==> src/shared/adcsm_pkg.sv <==
// Register codes, field layout and reset values of the status/mode register pair
package adcsm_pkg;
	localparam logic [2:0] RS_STATUS = 3'h0;
	localparam logic [2:0] RS_MODE = 3'h1;
	localparam logic [2:0] RS_DATA = 3'h3;
	localparam logic [7:0] STATUS_RESET = 8'h80;
	localparam logic [23:0] MODE_RESET = 24'h080060;
	localparam int SR_READY = 7;
	localparam int SR_ERROR = 6;
	localparam int SR_MISSING_REFERENCE_FLAG = 5;
	localparam int SR_PARITY = 4;
	localparam int MR_APPEND = 20;
	localparam int MR_FIXED_ZERO = 14;
	localparam int MR_PARITY = 13;
	localparam int CMD_RW = 6;
	localparam int CMD_RS_HI = 5;
	localparam int CMD_RS_LO = 3;
	localparam logic [5:0] LEN_STATUS = 6'h08;
	localparam logic [5:0] LEN_WORD = 6'h18;
	localparam logic [5:0] LEN_WORD_STATUS = 6'h20;
	localparam logic [5:0] LEN_CMD_TAIL = 6'h07;
	typedef enum logic [3:0] {
		ST_WAIT = 4'h1,
		ST_CMD = 4'h2,
		ST_READ = 4'h4,
		ST_WRITE = 4'h8
	} adcsm_state_t;
endpackage

==> src/core/adcsm_regs.sv <==
// Status and mode registers behind the three-wire serial register port
`timescale 1ns/100ps
// What this block does
// - Read-only 8-bit status, resets to 0x80
// - Status shifted out bit 7 first
// - Ready, error, missing_reference_flag, parity, channel bit layout
// - Ready flag cleared when result loads
// - Ready set after data read, before update
// - Ready set on idle, power-down, sync low
// - Ready also shown on data-out pin
// - Error flag tracks clamped result with ready
// - Calibration faults set error flag
// - Missing reference flag, clamps result high
// - Parity flag shows odd ones count
// - Channel bits name stored result's channel
// - 24-bit read-write mode register, select 001
// - Mode word shifted bit 23 first
// - Mode write resets modulator, sets ready
// - Mode field layout, bit 14 fixed zero
// - Mode register resets to 0x080060
module adcsm_regs (
	// Clock and reset
	input  wire logic        sys_clk,
	input  wire logic        nrst,
	// Serial pins
	input  wire logic        serialClk,
	input  wire logic        serialIn,
	input  wire logic        chipSelect_n,
	output logic             serialOut,
	output logic             serialOutEn,
	input  wire logic        sync_n,
	// Converter side
	input  wire logic        resultLoad,
	input  wire logic [23:0] resultData,
	input  wire logic [3:0]  resultChannel,
	input  wire logic        resultClamped,
	input  wire logic        updateSoon,
	input  wire logic        convIdle,
	input  wire logic        calFault,
	input  wire logic        refDetectEnable,
	input  wire logic        refBelowThreshold,
	// Mode outputs
	output logic [23:0]      modeWord,
	output logic             modulatorReset
);
	adcsm_pkg::adcsm_state_t state;
	adcsm_pkg::adcsm_state_t next_state;
	logic        sclkA, sclkB, sclkC;
	logic        dinA, dinB;
	logic        csA, csB;
	logic        syncA, syncB;
	logic [6:0]  cmdShift;
	logic [5:0]  bitCount;
	logic [5:0]  xferLen;
	logic [31:0] shiftReg;
	logic [2:0]  regSel;
	logic [23:0] dataReg;
	logic [3:0]  chanReg;
	logic        readyFlag;
	logic        errorFlag;

	// Pins pass two flops before any use
	always_ff @(posedge sys_clk) begin
		sclkA <= serialClk;
		sclkB <= sclkA;
		sclkC <= sclkB;
		dinA <= serialIn;
		dinB <= dinA;
		csA <= chipSelect_n;
		csB <= csA;
		syncA <= sync_n;
		syncB <= syncA;
	end

	wire       active = ~csB;
	wire       sclkRise = sclkB & ~sclkC & active;
	wire [7:0] cmdByte = {cmdShift, dinB};
	wire       cmdDone = state == adcsm_pkg::ST_CMD && sclkRise && bitCount == adcsm_pkg::LEN_CMD_TAIL - 6'h01;
	wire       isRead = cmdByte[adcsm_pkg::CMD_RW];
	wire [2:0] cmdSel = cmdByte[adcsm_pkg::CMD_RS_HI:adcsm_pkg::CMD_RS_LO];
	wire       lastBit = sclkRise && bitCount == xferLen - 6'h01;
	wire       readDone = state == adcsm_pkg::ST_READ && lastBit;
	wire       writeDone = state == adcsm_pkg::ST_WRITE && lastBit;
	wire       dataRead = readDone && regSel == adcsm_pkg::RS_DATA;
	wire       modeWrite = writeDone && regSel == adcsm_pkg::RS_MODE;
	wire       appendOn = modeWord[adcsm_pkg::MR_APPEND];
	wire       refMissing = refDetectEnable & refBelowThreshold;
	wire       parityBit = modeWord[adcsm_pkg::MR_PARITY] & ^dataReg;
	wire [7:0] statusByte = {readyFlag, errorFlag, refMissing, parityBit, chanReg};
	wire [23:0] modeIn = {shiftReg[22:0], dinB};

	// Ready set events win over a load in the same cycle
	wire readySet = dataRead | updateSoon | convIdle | ~syncB | modeWrite;
	wire next_ready = readySet ? 1'b1 : (resultLoad ? 1'b0 : readyFlag);

	always_comb begin
		next_state = state;
		case (state)
			adcsm_pkg::ST_WAIT: begin
				if (sclkRise && !dinB)
					next_state = adcsm_pkg::ST_CMD;
			end
			adcsm_pkg::ST_CMD: begin
				if (cmdDone) begin
					if (isRead)
						next_state = adcsm_pkg::ST_READ;
					else if (cmdSel != adcsm_pkg::RS_STATUS)
						next_state = adcsm_pkg::ST_WRITE;
					else
						next_state = adcsm_pkg::ST_WAIT;
				end
			end
			adcsm_pkg::ST_READ: begin
				if (readDone)
					next_state = adcsm_pkg::ST_WAIT;
			end
			adcsm_pkg::ST_WRITE: begin
				if (writeDone)
					next_state = adcsm_pkg::ST_WAIT;
			end
			default: next_state = adcsm_pkg::ST_WAIT;
		endcase
		if (!active)
			next_state = adcsm_pkg::ST_WAIT;
	end

	always_ff @(posedge sys_clk) begin
		if (!nrst)
			state <= adcsm_pkg::ST_WAIT;
		else
			state <= next_state;
	end

	// Bit counter and command capture
	always_ff @(posedge sys_clk) begin
		if (!nrst || !active || (state == adcsm_pkg::ST_WAIT) || cmdDone)
			bitCount <= 6'h00;
		else if (sclkRise)
			bitCount <= bitCount + 6'h01;
	end

	always_ff @(posedge sys_clk) begin
		if (!nrst)
			cmdShift <= 7'h00;
		else if (state == adcsm_pkg::ST_CMD && sclkRise)
			cmdShift <= cmdByte[6:0];
	end

	always_ff @(posedge sys_clk) begin
		if (!nrst)
			regSel <= 3'h0;
		else if (cmdDone)
			regSel <= cmdSel;
	end

	// Read words sit left-justified, MSB goes out first
	always_ff @(posedge sys_clk) begin
		if (!nrst) begin
			shiftReg <= 32'h00000000;
			xferLen <= adcsm_pkg::LEN_STATUS;
		end else if (cmdDone && isRead) begin
			case (cmdSel)
				adcsm_pkg::RS_STATUS: begin
					shiftReg <= {statusByte, 24'h000000};
					xferLen <= adcsm_pkg::LEN_STATUS;
				end
				adcsm_pkg::RS_MODE: begin
					shiftReg <= {modeWord, 8'h00};
					xferLen <= adcsm_pkg::LEN_WORD;
				end
				adcsm_pkg::RS_DATA: begin
					shiftReg <= {dataReg, statusByte};
					xferLen <= appendOn ? adcsm_pkg::LEN_WORD_STATUS : adcsm_pkg::LEN_WORD;
				end
				default: begin
					shiftReg <= 32'h00000000;
					xferLen <= adcsm_pkg::LEN_WORD;
				end
			endcase
		end else if (cmdDone) begin
			shiftReg <= 32'h00000000;
			xferLen <= adcsm_pkg::LEN_WORD;
		end else if ((state == adcsm_pkg::ST_READ || state == adcsm_pkg::ST_WRITE) && sclkRise) begin
			shiftReg <= {shiftReg[30:0], dinB};
		end
	end

	// Bit 14 is forced to zero whatever the host sends
	always_ff @(posedge sys_clk) begin
		if (!nrst)
			modeWord <= adcsm_pkg::MODE_RESET;
		else if (modeWrite)
			modeWord <= modeIn & ~(24'h000001 << adcsm_pkg::MR_FIXED_ZERO);
	end

	always_ff @(posedge sys_clk) begin
		if (!nrst)
			modulatorReset <= 1'b0;
		else
			modulatorReset <= modeWrite;
	end

	// Stored result; a missing reference clamps to all ones
	always_ff @(posedge sys_clk) begin
		if (!nrst) begin
			dataReg <= 24'h000000;
			chanReg <= 4'h0;
		end else if (resultLoad) begin
			dataReg <= refMissing ? 24'hFFFFFF : resultData;
			chanReg <= resultChannel;
		end
	end

	always_ff @(posedge sys_clk) begin
		if (!nrst)
			readyFlag <= adcsm_pkg::STATUS_RESET[adcsm_pkg::SR_READY];
		else
			readyFlag <= next_ready;
	end

	// Calibration fault sets; a load rewrites the flag unless a fault comes in the same cycle
	always_ff @(posedge sys_clk) begin
		if (!nrst)
			errorFlag <= adcsm_pkg::STATUS_RESET[adcsm_pkg::SR_ERROR];
		else if (calFault)
			errorFlag <= 1'b1;
		else if (resultLoad)
			errorFlag <= resultClamped | refMissing;
	end

	// Pin shows data during a read, otherwise the ready level
	always_ff @(posedge sys_clk) begin
		if (!nrst) begin
			serialOut <= 1'b1;
			serialOutEn <= 1'b0;
		end else begin
			serialOut <= (state == adcsm_pkg::ST_READ) ? shiftReg[31] : readyFlag;
			serialOutEn <= active;
		end
	end
endmodule // adcsm_regs

==> config.mk <==
export PLATFORM = sky130hd
export DESIGN_NAME = adcsm_regs
export DESIGN_NICKNAME = d
export VERILOG_FILES = /design/src/shared/adcsm_pkg.sv /design/src/core/adcsm_regs.sv
export SDC_FILE = /design/constraint.sdc
export NUM_CORES = 1
export LEC_CHECK = 0
export BUFFER_PORTS_ARGS = -buffer_cell sky130_fd_sc_hd__buf_2
export CAP_MARGIN = 30
export CORE_ASPECT_RATIO = 0.7
export CORE_MARGIN = 8
export CORE_UTILIZATION = 57
export DETAILED_ROUTE_END_ITERATION = 8
export GPL_TIMING_DRIVEN = 1
export PLACE_DENSITY = 0.79
export SLEW_MARGIN = 20
export SYNTH_ARGS = -nofsm -noshare
export SYNTH_HDL_FRONTEND = slang
export SYNTH_SLANG_ARGS = --single-unit
export TNS_END_PERCENT = 20
==> constraint.sdc <==
create_clock -name sys_clk -period 2.1 [get_ports sys_clk]
set_input_delay 0 -clock sys_clk [delete_from_list [all_inputs] [get_ports sys_clk]]
set_output_delay 0 -clock sys_clk [all_outputs]
set_load 0.1 [all_outputs]
==> reports/qor.yml, run 1 <==
floorplanning:
  core_um2: 8850
  initial_core_util: 0.575
  die_height_um: 95.1
  ioPinCount: 68
  die_area_um2: 12300
  rows: 29
  dieWidth_um: 129
synth:
  ys_ff_latch: 119
  synthFlopType: "dfxtp_1"
  syn_inst: 553
  synth_commonest_cells: "dfxtp_1 (119), nand2_1 (81), a21oi_1 (43)"
  ys_seq_area_frac: 0.468
  syn-num-nets: 597
  syn_avg_cell_area_um2: 9.20
  synth_edf_count: 0
  synth.most_common_cell: "dfxtp_1"
  ys_async_sr_fraction: 0
  synthesis.area_um2: 5090
  netlist.area_leader.share: 0.468
  synth.distinct_cells: 54
  synthTopCellsByArea: "dfxtp_1 (47%), nand2_1 (6.0%), o221a_2 (5.3%)"
  synth_top_area_cell: "dfxtp_1"
  yosys_warnings: 0
route:
  ant_nets: 0
  wl_mm: 15.1
  drc: 0
  wire_per_inst_um: 19.1
  dr.pass1.iters: 8
  vias: 4792
  drt_iter0_drc: 480
  vias_per_cell: 6.06
clocking:
  tritoncts: "yes"
  root_buffer: "clkbuf_16"
  clk_path_buf_depth: 2
  clk_pin_slew_ns: 0.05
  cts_made_buffers: 17
  post_cts_buffers: 0
  h-tree-depth: 4
  clk_latency_ns: 0.41
  cts.sinks: 119
timing:
  worstMarginPinSlew_ns: 0.939
  relSlewSlack: 0.373
  fin_setup_tns_ns: 0
  finalCriticalPeriod_ns: 2.03
  slew_violations: 0
  setup_viol: 0
  finClkSkew_ns: 0.00593
  finalHoldViolCount: 0
  fmax_mhz: 494
  rsz0062_at_grt: "no"
  finalCritPeriodShare: 0.965
critical_path:
  crit_path_end_kind: "register"
  r2r_slack_ns: 0.07
  path_cells: "nor4b_1 -> nand2_1 -> nand4b_1 -> nor2_2 -> buf_12 -> a221oi_1 -> nor3_1"
  critPathLaunchType: "register"
  r2r_cells: 7
  arrival_ns: 2.28
  critical_path_class: "register to register"
  r2r-start: "state[3]"
  slowest_delay_ns: 0.50
  r2r-end: "shiftReg[20]"
  cp_data_required_time_ns: 2.36
  crit_fanout: 16
  slowest_stage: "nor4b_1"
run:
  cap_violations: 0
finish:
  antenna-diode-count: 0
  drive_gt1_frac: 0.244
  nets: 698
  area_growth_pct: 29.0
  final_cell_area_um2: 6570
power:
  p_per_area_nw_per_um2: 890
  leakagePower_nw: 2.55
  ir_drop_mv: 0.804
placed_design:
  hpwlAfterDp_mm: 9.76
  placed_cell_area_um2: 5570
  place_congestion: 0.928
  io_buffers: 66
status:
  status: "finished clean"
global_routing:
  grt.overflow.total: 0
  antenna_found_initial: 0
  grt_pass1_wl_mm: 23.9
  grt_pass1_vias: 4668
  track_usage: 0.251
  grt_max_degree: 65
min_path:
  hp-start: "refBelowThreshold"
  whs_endpoint: "shiftReg[5]"
  min_path_cells: 3
  hold_path_class: "primary input to register"
[worst max-delay path: cells and delay by family, from the launching register on]
kind | cells | cell delay [ns]
buf+inv | 1 | 0.15
simple gates | 5 | 0.99
flops | 1 | 0.40
compound gates | 1 | 0.34
[metal layers]
layer / GRT usage / wire [um] / up-vias
li1: - / - / 2203
met1: 0.322 / 6440 / 2279
met2: 0.385 / 6620 / 280
met3: 0.0827 / 1760 / 30
met4: 0.104 / 294 / 0
met5: 0 / 0 / -
[where the power goes]
part	switching, W	internal, W	total (W)
clock network	0.00100	0.00202	0.00302
registers	0.0000550	0.00231	0.00237
logic	0.000216	0.000242	0.000458
[cell families (layout without fill, tap and decap cells)]
family / Yosys count / in the layout / synth area share
AOI/OAI and AO/OA: 141 / 141 / 0.213
muxes: 12 / 12 / 0.0253
xor gates and xnor gates: 31 / 31 / 0.0561
buffers and inverters: 48 / 162 / 0.0413
DFF: 119 / 119 / 0.468
and+or+nand+nor: 198 / 198 / 0.188
other: 1 / 1 / 0.000737
adders and majority gates: 3 / 3 / 0.00738
[through the flow]
| stage | worst slack, ns | cells | hold WS (ns) | util | total power (W) |
|---|---|---|---|---|---|
| 3_5_place_dp | 0.185 | 722 | 0.104 | 0.629 | 0.00280 |
| 5_1_grt | 0.00181 | 791 | 0.0610 | 0.742 | 0.00601 |
| 6_report | 0.0738 | 791 | 0.0490 | 0.742 | 0.00584 |
| 3_3_place_gp | 0.258 | 722 | 0.103 | 0.629 | 0.00279 |
| 4_1_cts | 0.128 | 791 | 0.0393 | 0.741 | 0.00585 |
| 2_1_floorplan | 0.305 | 553 | 0.0277 | - | 0.00268 |
[registers in the layout, summed over array words and instances (netlist names), 3 cells and up]
signal / count
regSel: 3
dataReg: 24
shiftReg: 32
modeWord: 23
cmdShift: 6
chanReg: 4
xferLen: 3
bitCount: 6
state: 4
[cell usage in the layout, fill, tap and decap left out, drive strengths merged, types with 5 or more instances in the layout]
cell type | netlist | final
xnor2 | 23 | 23
o221a | 24 | 24
dlygate4sd3 | 0 | 37
a22oi | 6 | 6
xor2 | 7 | 7
nand2b | 5 | 5
a21oi | 44 | 44
mux2i | 5 | 5
nand2 | 82 | 82
a221oi | 23 | 23
mux2 | 7 | 7
nor2 | 42 | 42
clkbuf | 26 | 24
a22o | 21 | 21
inv | 6 | 6
buf | 16 | 87
nand3 | 19 | 19
dfxtp | 119 | 119
o21ai | 11 | 11
nor3 | 27 | 27
nand4 | 5 | 5
[worst max-delay path by stage]
| stage | endpoint | cells after the start | start | slack [ns] |
|---|---|---|---|---|
| after global placement | modeWord[17] | 9 | xferLen[3] | 0.26 |
| final | shiftReg[20] | 7 | state[3] | 0.07 |
| after global routing | shiftReg[20] | 7 | state[3] | 0.002 |
| after CTS | shiftReg[20] | 7 | state[3] | 0.13 |
| after detailed placement | modeWord[23] | 9 | xferLen[3] | 0.18 |
| after floorplan | shiftReg[20] | 7 | state[3] | 0.31 |
[final cells by class]
type                    instances  area, um2
clock inverters                 8        118
fillers                       648       2290
clock buffers                  24        502
multi-input cells             386       2500
well taps                     124        155
inverters                       6       22.5
repair buffers                124        883
flip-flops and latches        119       2380
[what timing repair did]
action,in CTS,in global routing
hold buffers,37,0
hold endpoints to repair,37,0
setup endpoints to repair,0,3
resized for setup,0,2
Power figures use the tool's default switching activity.
==> run 2: changes to the inputs <==
--- a/config.mk
+++ b/config.mk
@@ -5,14 +5,15 @@
 export SDC_FILE = /design/constraint.sdc
 export NUM_CORES = 1
 export LEC_CHECK = 0
+export ABC_AREA = 1
 export BUFFER_PORTS_ARGS = -buffer_cell sky130_fd_sc_hd__buf_2
 export CAP_MARGIN = 30
-export CORE_ASPECT_RATIO = 0.7
+export CORE_ASPECT_RATIO = 0.9
 export CORE_MARGIN = 8
-export CORE_UTILIZATION = 57
+export CORE_UTILIZATION = 58
 export DETAILED_ROUTE_END_ITERATION = 8
 export GPL_TIMING_DRIVEN = 1
-export PLACE_DENSITY = 0.79
+export PLACE_DENSITY = 0.8
 export SLEW_MARGIN = 20
 export SYNTH_ARGS = -nofsm -noshare
 export SYNTH_HDL_FRONTEND = slang
==> reports/qor.yml, run 2 <==
synth:
  ys_seq_area_frac: 0.422  # was 0.468
  syn_avg_cell_area_um2: 7.37  # was 9.20 um2
  synth.most_common_cell: "nand2_1"  # was dfxtp_1
  synth_edf_count: 0  # unchanged
  synthTopCellsByArea: "dfxtp_1 (42%), nand2_1 (11%), inv_1 (5.5%)"  # was dfxtp_1 (47%), nand2_1 (6.0%), o221a_2 (5.3%)
  yosys_warnings: 0  # unchanged
  synthesis.area_um2: 5640  # was 5090 um2
  synth.distinct_cells: 45  # was 54
  synth_commonest_cells: "nand2_1 (164), dfxtp_1 (119), inv_1 (83)"  # was dfxtp_1 (119), nand2_1 (81), a21oi_1 (43)
  synth_top_area_cell: "dfxtp_1"  # unchanged
  syn-num-nets: 809  # was 597
  synthFlopType: "dfxtp_1"  # unchanged
  syn_inst: 765  # was 553
  netlist.area_leader.share: 0.422  # was 0.468
  ys_ff_latch: 119  # unchanged
  ys_async_sr_fraction: 0  # unchanged
finish:
  final_cell_area_um2: 7060  # was 6570 um2
  top_register: "shiftReg"  # unchanged
  nFillCells: 691  # was 648
  largestRegisters: "shiftReg (32), dataReg (24), modeWord (23)"  # unchanged
  largest_register_ffs: 32  # unchanged
  area_growth_pct: 25.2  # was 29.0%
  layout_common_cells: "nand2_1 (164), dfxtp_1 (119), inv_1 (83)"  # was dfxtp_1 (119), nand2_1 (81), buf_2 (66)
  final_common_cell: "nand2_1"  # was dfxtp_1
  antenna-diode-count: 0  # unchanged
  drive_gt1_frac: 0.155  # was 0.244
  nets: 914  # was 698
  fin_cells: 1009  # was 791
global_routing:
  grt_pass1_wl_mm: 27.3  # was 23.9 mm
  grt_pass1_vias: 5559  # was 4668
  track_usage: 0.260  # was 0.251
  grt_max_degree: 50  # was 65
  antenna_found_initial: 0  # unchanged
  grt.overflow.total: 0  # unchanged
power:
  p_int_w: 0.00432  # was 0.00457 W
  pwr-share-clk: 0.490  # was 0.516
  sw_frac_of_total: 0.251  # was 0.218
  pwr-share-seq: 0.411  # was 0.405
  power_w: 0.00577  # was 0.00584 W
  pwr-share-comb: 0.099  # was 0.078
  leakagePower_nw: 3.12  # was 2.55 nW
  power_switching_w: 0.00145  # was 0.00127 W
  p_per_area_nw_per_um2: 817  # was 890 nW/um2
  ir_drop_mv: 0.655  # was 0.804 mV
placed_design:
  io_buffers: 66  # unchanged
  hpwlAfterDp_mm: 11.1  # was 9.76 mm
  place_congestion: 0.912  # was 0.928
  dp.cells: 932  # was 722
  placed_cell_area_um2: 6020  # was 5570 um2
critical_path:
  critPathLaunchType: "register"  # unchanged
  crit_fanout: 20  # was 16
  critical_path_class: "register to register"  # unchanged
  r2r_cells: 10  # was 7
  arrival_ns: 2.46  # was 2.28 ns
  startpoint: "xferLen[3]"  # was state[3]
  r2r-end: "modeWord[23]"  # was shiftReg[20]
  crit_path_end_kind: "register"  # unchanged
  crit_path_end: "modeWord[23]"  # was shiftReg[20]
  r2r_slack_ns: 0.06  # was 0.07 ns
  cp_data_required_time_ns: 2.51  # was 2.36 ns
  r2r-start: "xferLen[3]"  # was state[3]
route:
  met3_length_mm: 1.36  # was 1.76 mm
  drc: 0  # unchanged
  dr.pass1.iters: 5  # was 8
  drt_iter0_drc: 556  # was 480
  vias: 5742  # was 4792
  wire_per_inst_um: 16.8  # was 19.1 um
  wl_mm: 17.0  # was 15.1 mm
  routed-wl-met2_mm: 8.14  # was 6.62 mm
  ant_nets: 0  # unchanged
  met1_length_mm: 6.87  # was 6.44 mm
  vias_per_cell: 5.69  # was 6.06
  topRoutingLayerUsed: "met4"  # unchanged
clocking:
  clk_pin_slew_ns: 0.06  # was 0.05 ns
  h-tree-depth: 4  # unchanged
  cts_made_buffers: 17  # unchanged
  clk_latency_ns: 0.52  # was 0.41 ns
  tritoncts: "yes"  # unchanged
  clk_path_buf_depth: 2  # unchanged
  cts.sinks: 119  # unchanged
  root_buffer: "clkbuf_8"  # was clkbuf_16
floorplanning:
  die_area_um2: 13100  # was 12300 um2
  rows: 34  # was 29
  initial_core_util: 0.589  # was 0.575
  die_height_um: 110  # was 95.1 um
  dieWidth_um: 120  # was 129 um
  core_um2: 9570  # was 8850 um2
  ioPinCount: 68  # unchanged
timing:
  finalCritPeriodShare: 0.974  # was 0.965
  fmax_mhz: 489  # was 494 MHz
  slew_violations: 0  # unchanged
  finClkSkew_ns: 0.00684  # was 0.00593 ns
  setup_viol: 0  # unchanged
  whs_ns: 0.105  # was 0.0490 ns
  rsz0062_at_grt: "yes"  # was no
  finalHoldViolCount: 0  # unchanged
  finalCriticalPeriod_ns: 2.04  # was 2.03 ns
min_path:
  hp-start: "refBelowThreshold"  # unchanged
  hold_path_class: "primary input to register"  # unchanged
status:
  status: "finished clean"  # unchanged
run:
  cap_violations: 0  # unchanged
## run 2: changes by cell type in the layout (fill, tap and decap cells not counted), moves of 15 or more
cell | before | now
a22o_1 | 21 | 0
inv_1 | 5 | 83
nand2_1 | 81 | 164
a221oi_1 | 23 | 2
o211ai_1 | 0 | 15
a211oi_1 | 3 | 19
xnor2_1 | 23 | 6
o221a_2 | 24 | 0
o21ai_1 | 0 | 19
o21ai_0 | 10 | 52
## run 2: cell type report
| type | count | area, um2 | area share |
|---|---|---|---|
| tap | 126 | 158 | 0.0223 |
| clock buffer | 21 | 459 | 0.0650 |
| inverter | 93 | 359 | 0.0509 |
| multi-input combinational | 514 | 2680 | 0.379 |
| sequential | 119 | 2380 | 0.337 |
| clock inverter | 11 | 124 | 0.0175 |
| timing repair buffer | 125 | 902 | 0.128 |
## run 2: power groups by stage
stage	clock network (W)	registers, W	logic (W)
floorplan	0	0.00241	0.000338
global placement	0	0.00241	0.000457
detailed placement	0	0.00242	0.000479
CTS	0.00285	0.00237	0.000550
global route	0.00295	0.00238	0.000629
finish	0.00283	0.00237	0.000574
## run 2: logic make-up after synthesis
logic type	after synthesis	synth area share
adder cells (fa/ha/maj)	3	0.00666
buffers and inverters	132	0.103
AO/OA/AOI/OAI	204	0.223
other	1	0.000665
flip-flops	119	0.422
XOR/XNOR	12	0.0186
AND/OR/NAND/NOR	294	0.226
## run 2: per-layer routing
layer  up-vias  GRT usage
li1       2784          -
met5         -          0
met2       254      0.450
met3        58     0.0749
met1      2646      0.299
met4         0      0.110
## run 2: what timing repair did
action / in CTS / in global routing
buffers inserted: 0 / 0
endpoints found under the hold margin: 41 / 0
hold buffers: 45 / 0
gates resized for setup: 0 / 3
endpoints found under the setup margin: 0 / 10
## run 2: worst min path at each step
stage                     slack [ns]  depth (start not counted)          end
after floorplan                 0.03                          0          csA
after global routing             0.1                          2        sclkA
after global placement          0.10                          1          csA
final                           0.10                          6  shiftReg[5]
after CTS                       0.08                          6  shiftReg[5]
after detailed placement        0.11                          1          csA
## run 2: per-stage QoR
stage | util | setup TNS, ns | setup WS, ns
6_report | 0.738 | 0 | 0.0550
3_5_place_dp | 0.629 | 0 | 0.135
4_1_cts | 0.737 | 0 | 0.0947
2_1_floorplan | - | 0 | 0.387
3_3_place_gp | 0.629 | 0 | 0.205
5_1_grt | 0.738 | -0.0262 | -0.0262
## run 2: worst max-delay path, stage by stage (launching register included)
cell and delay, ns:
dfxtp_1 0.34, inv_1 0.06, ha_1 0.20, xnor2_1 0.13
xor2_1 0.16, nor3_1 0.14, nand2_1 0.14, nor2_2 0.20
buf_6 0.24, nor2_1 0.08, a211oi_1 0.24
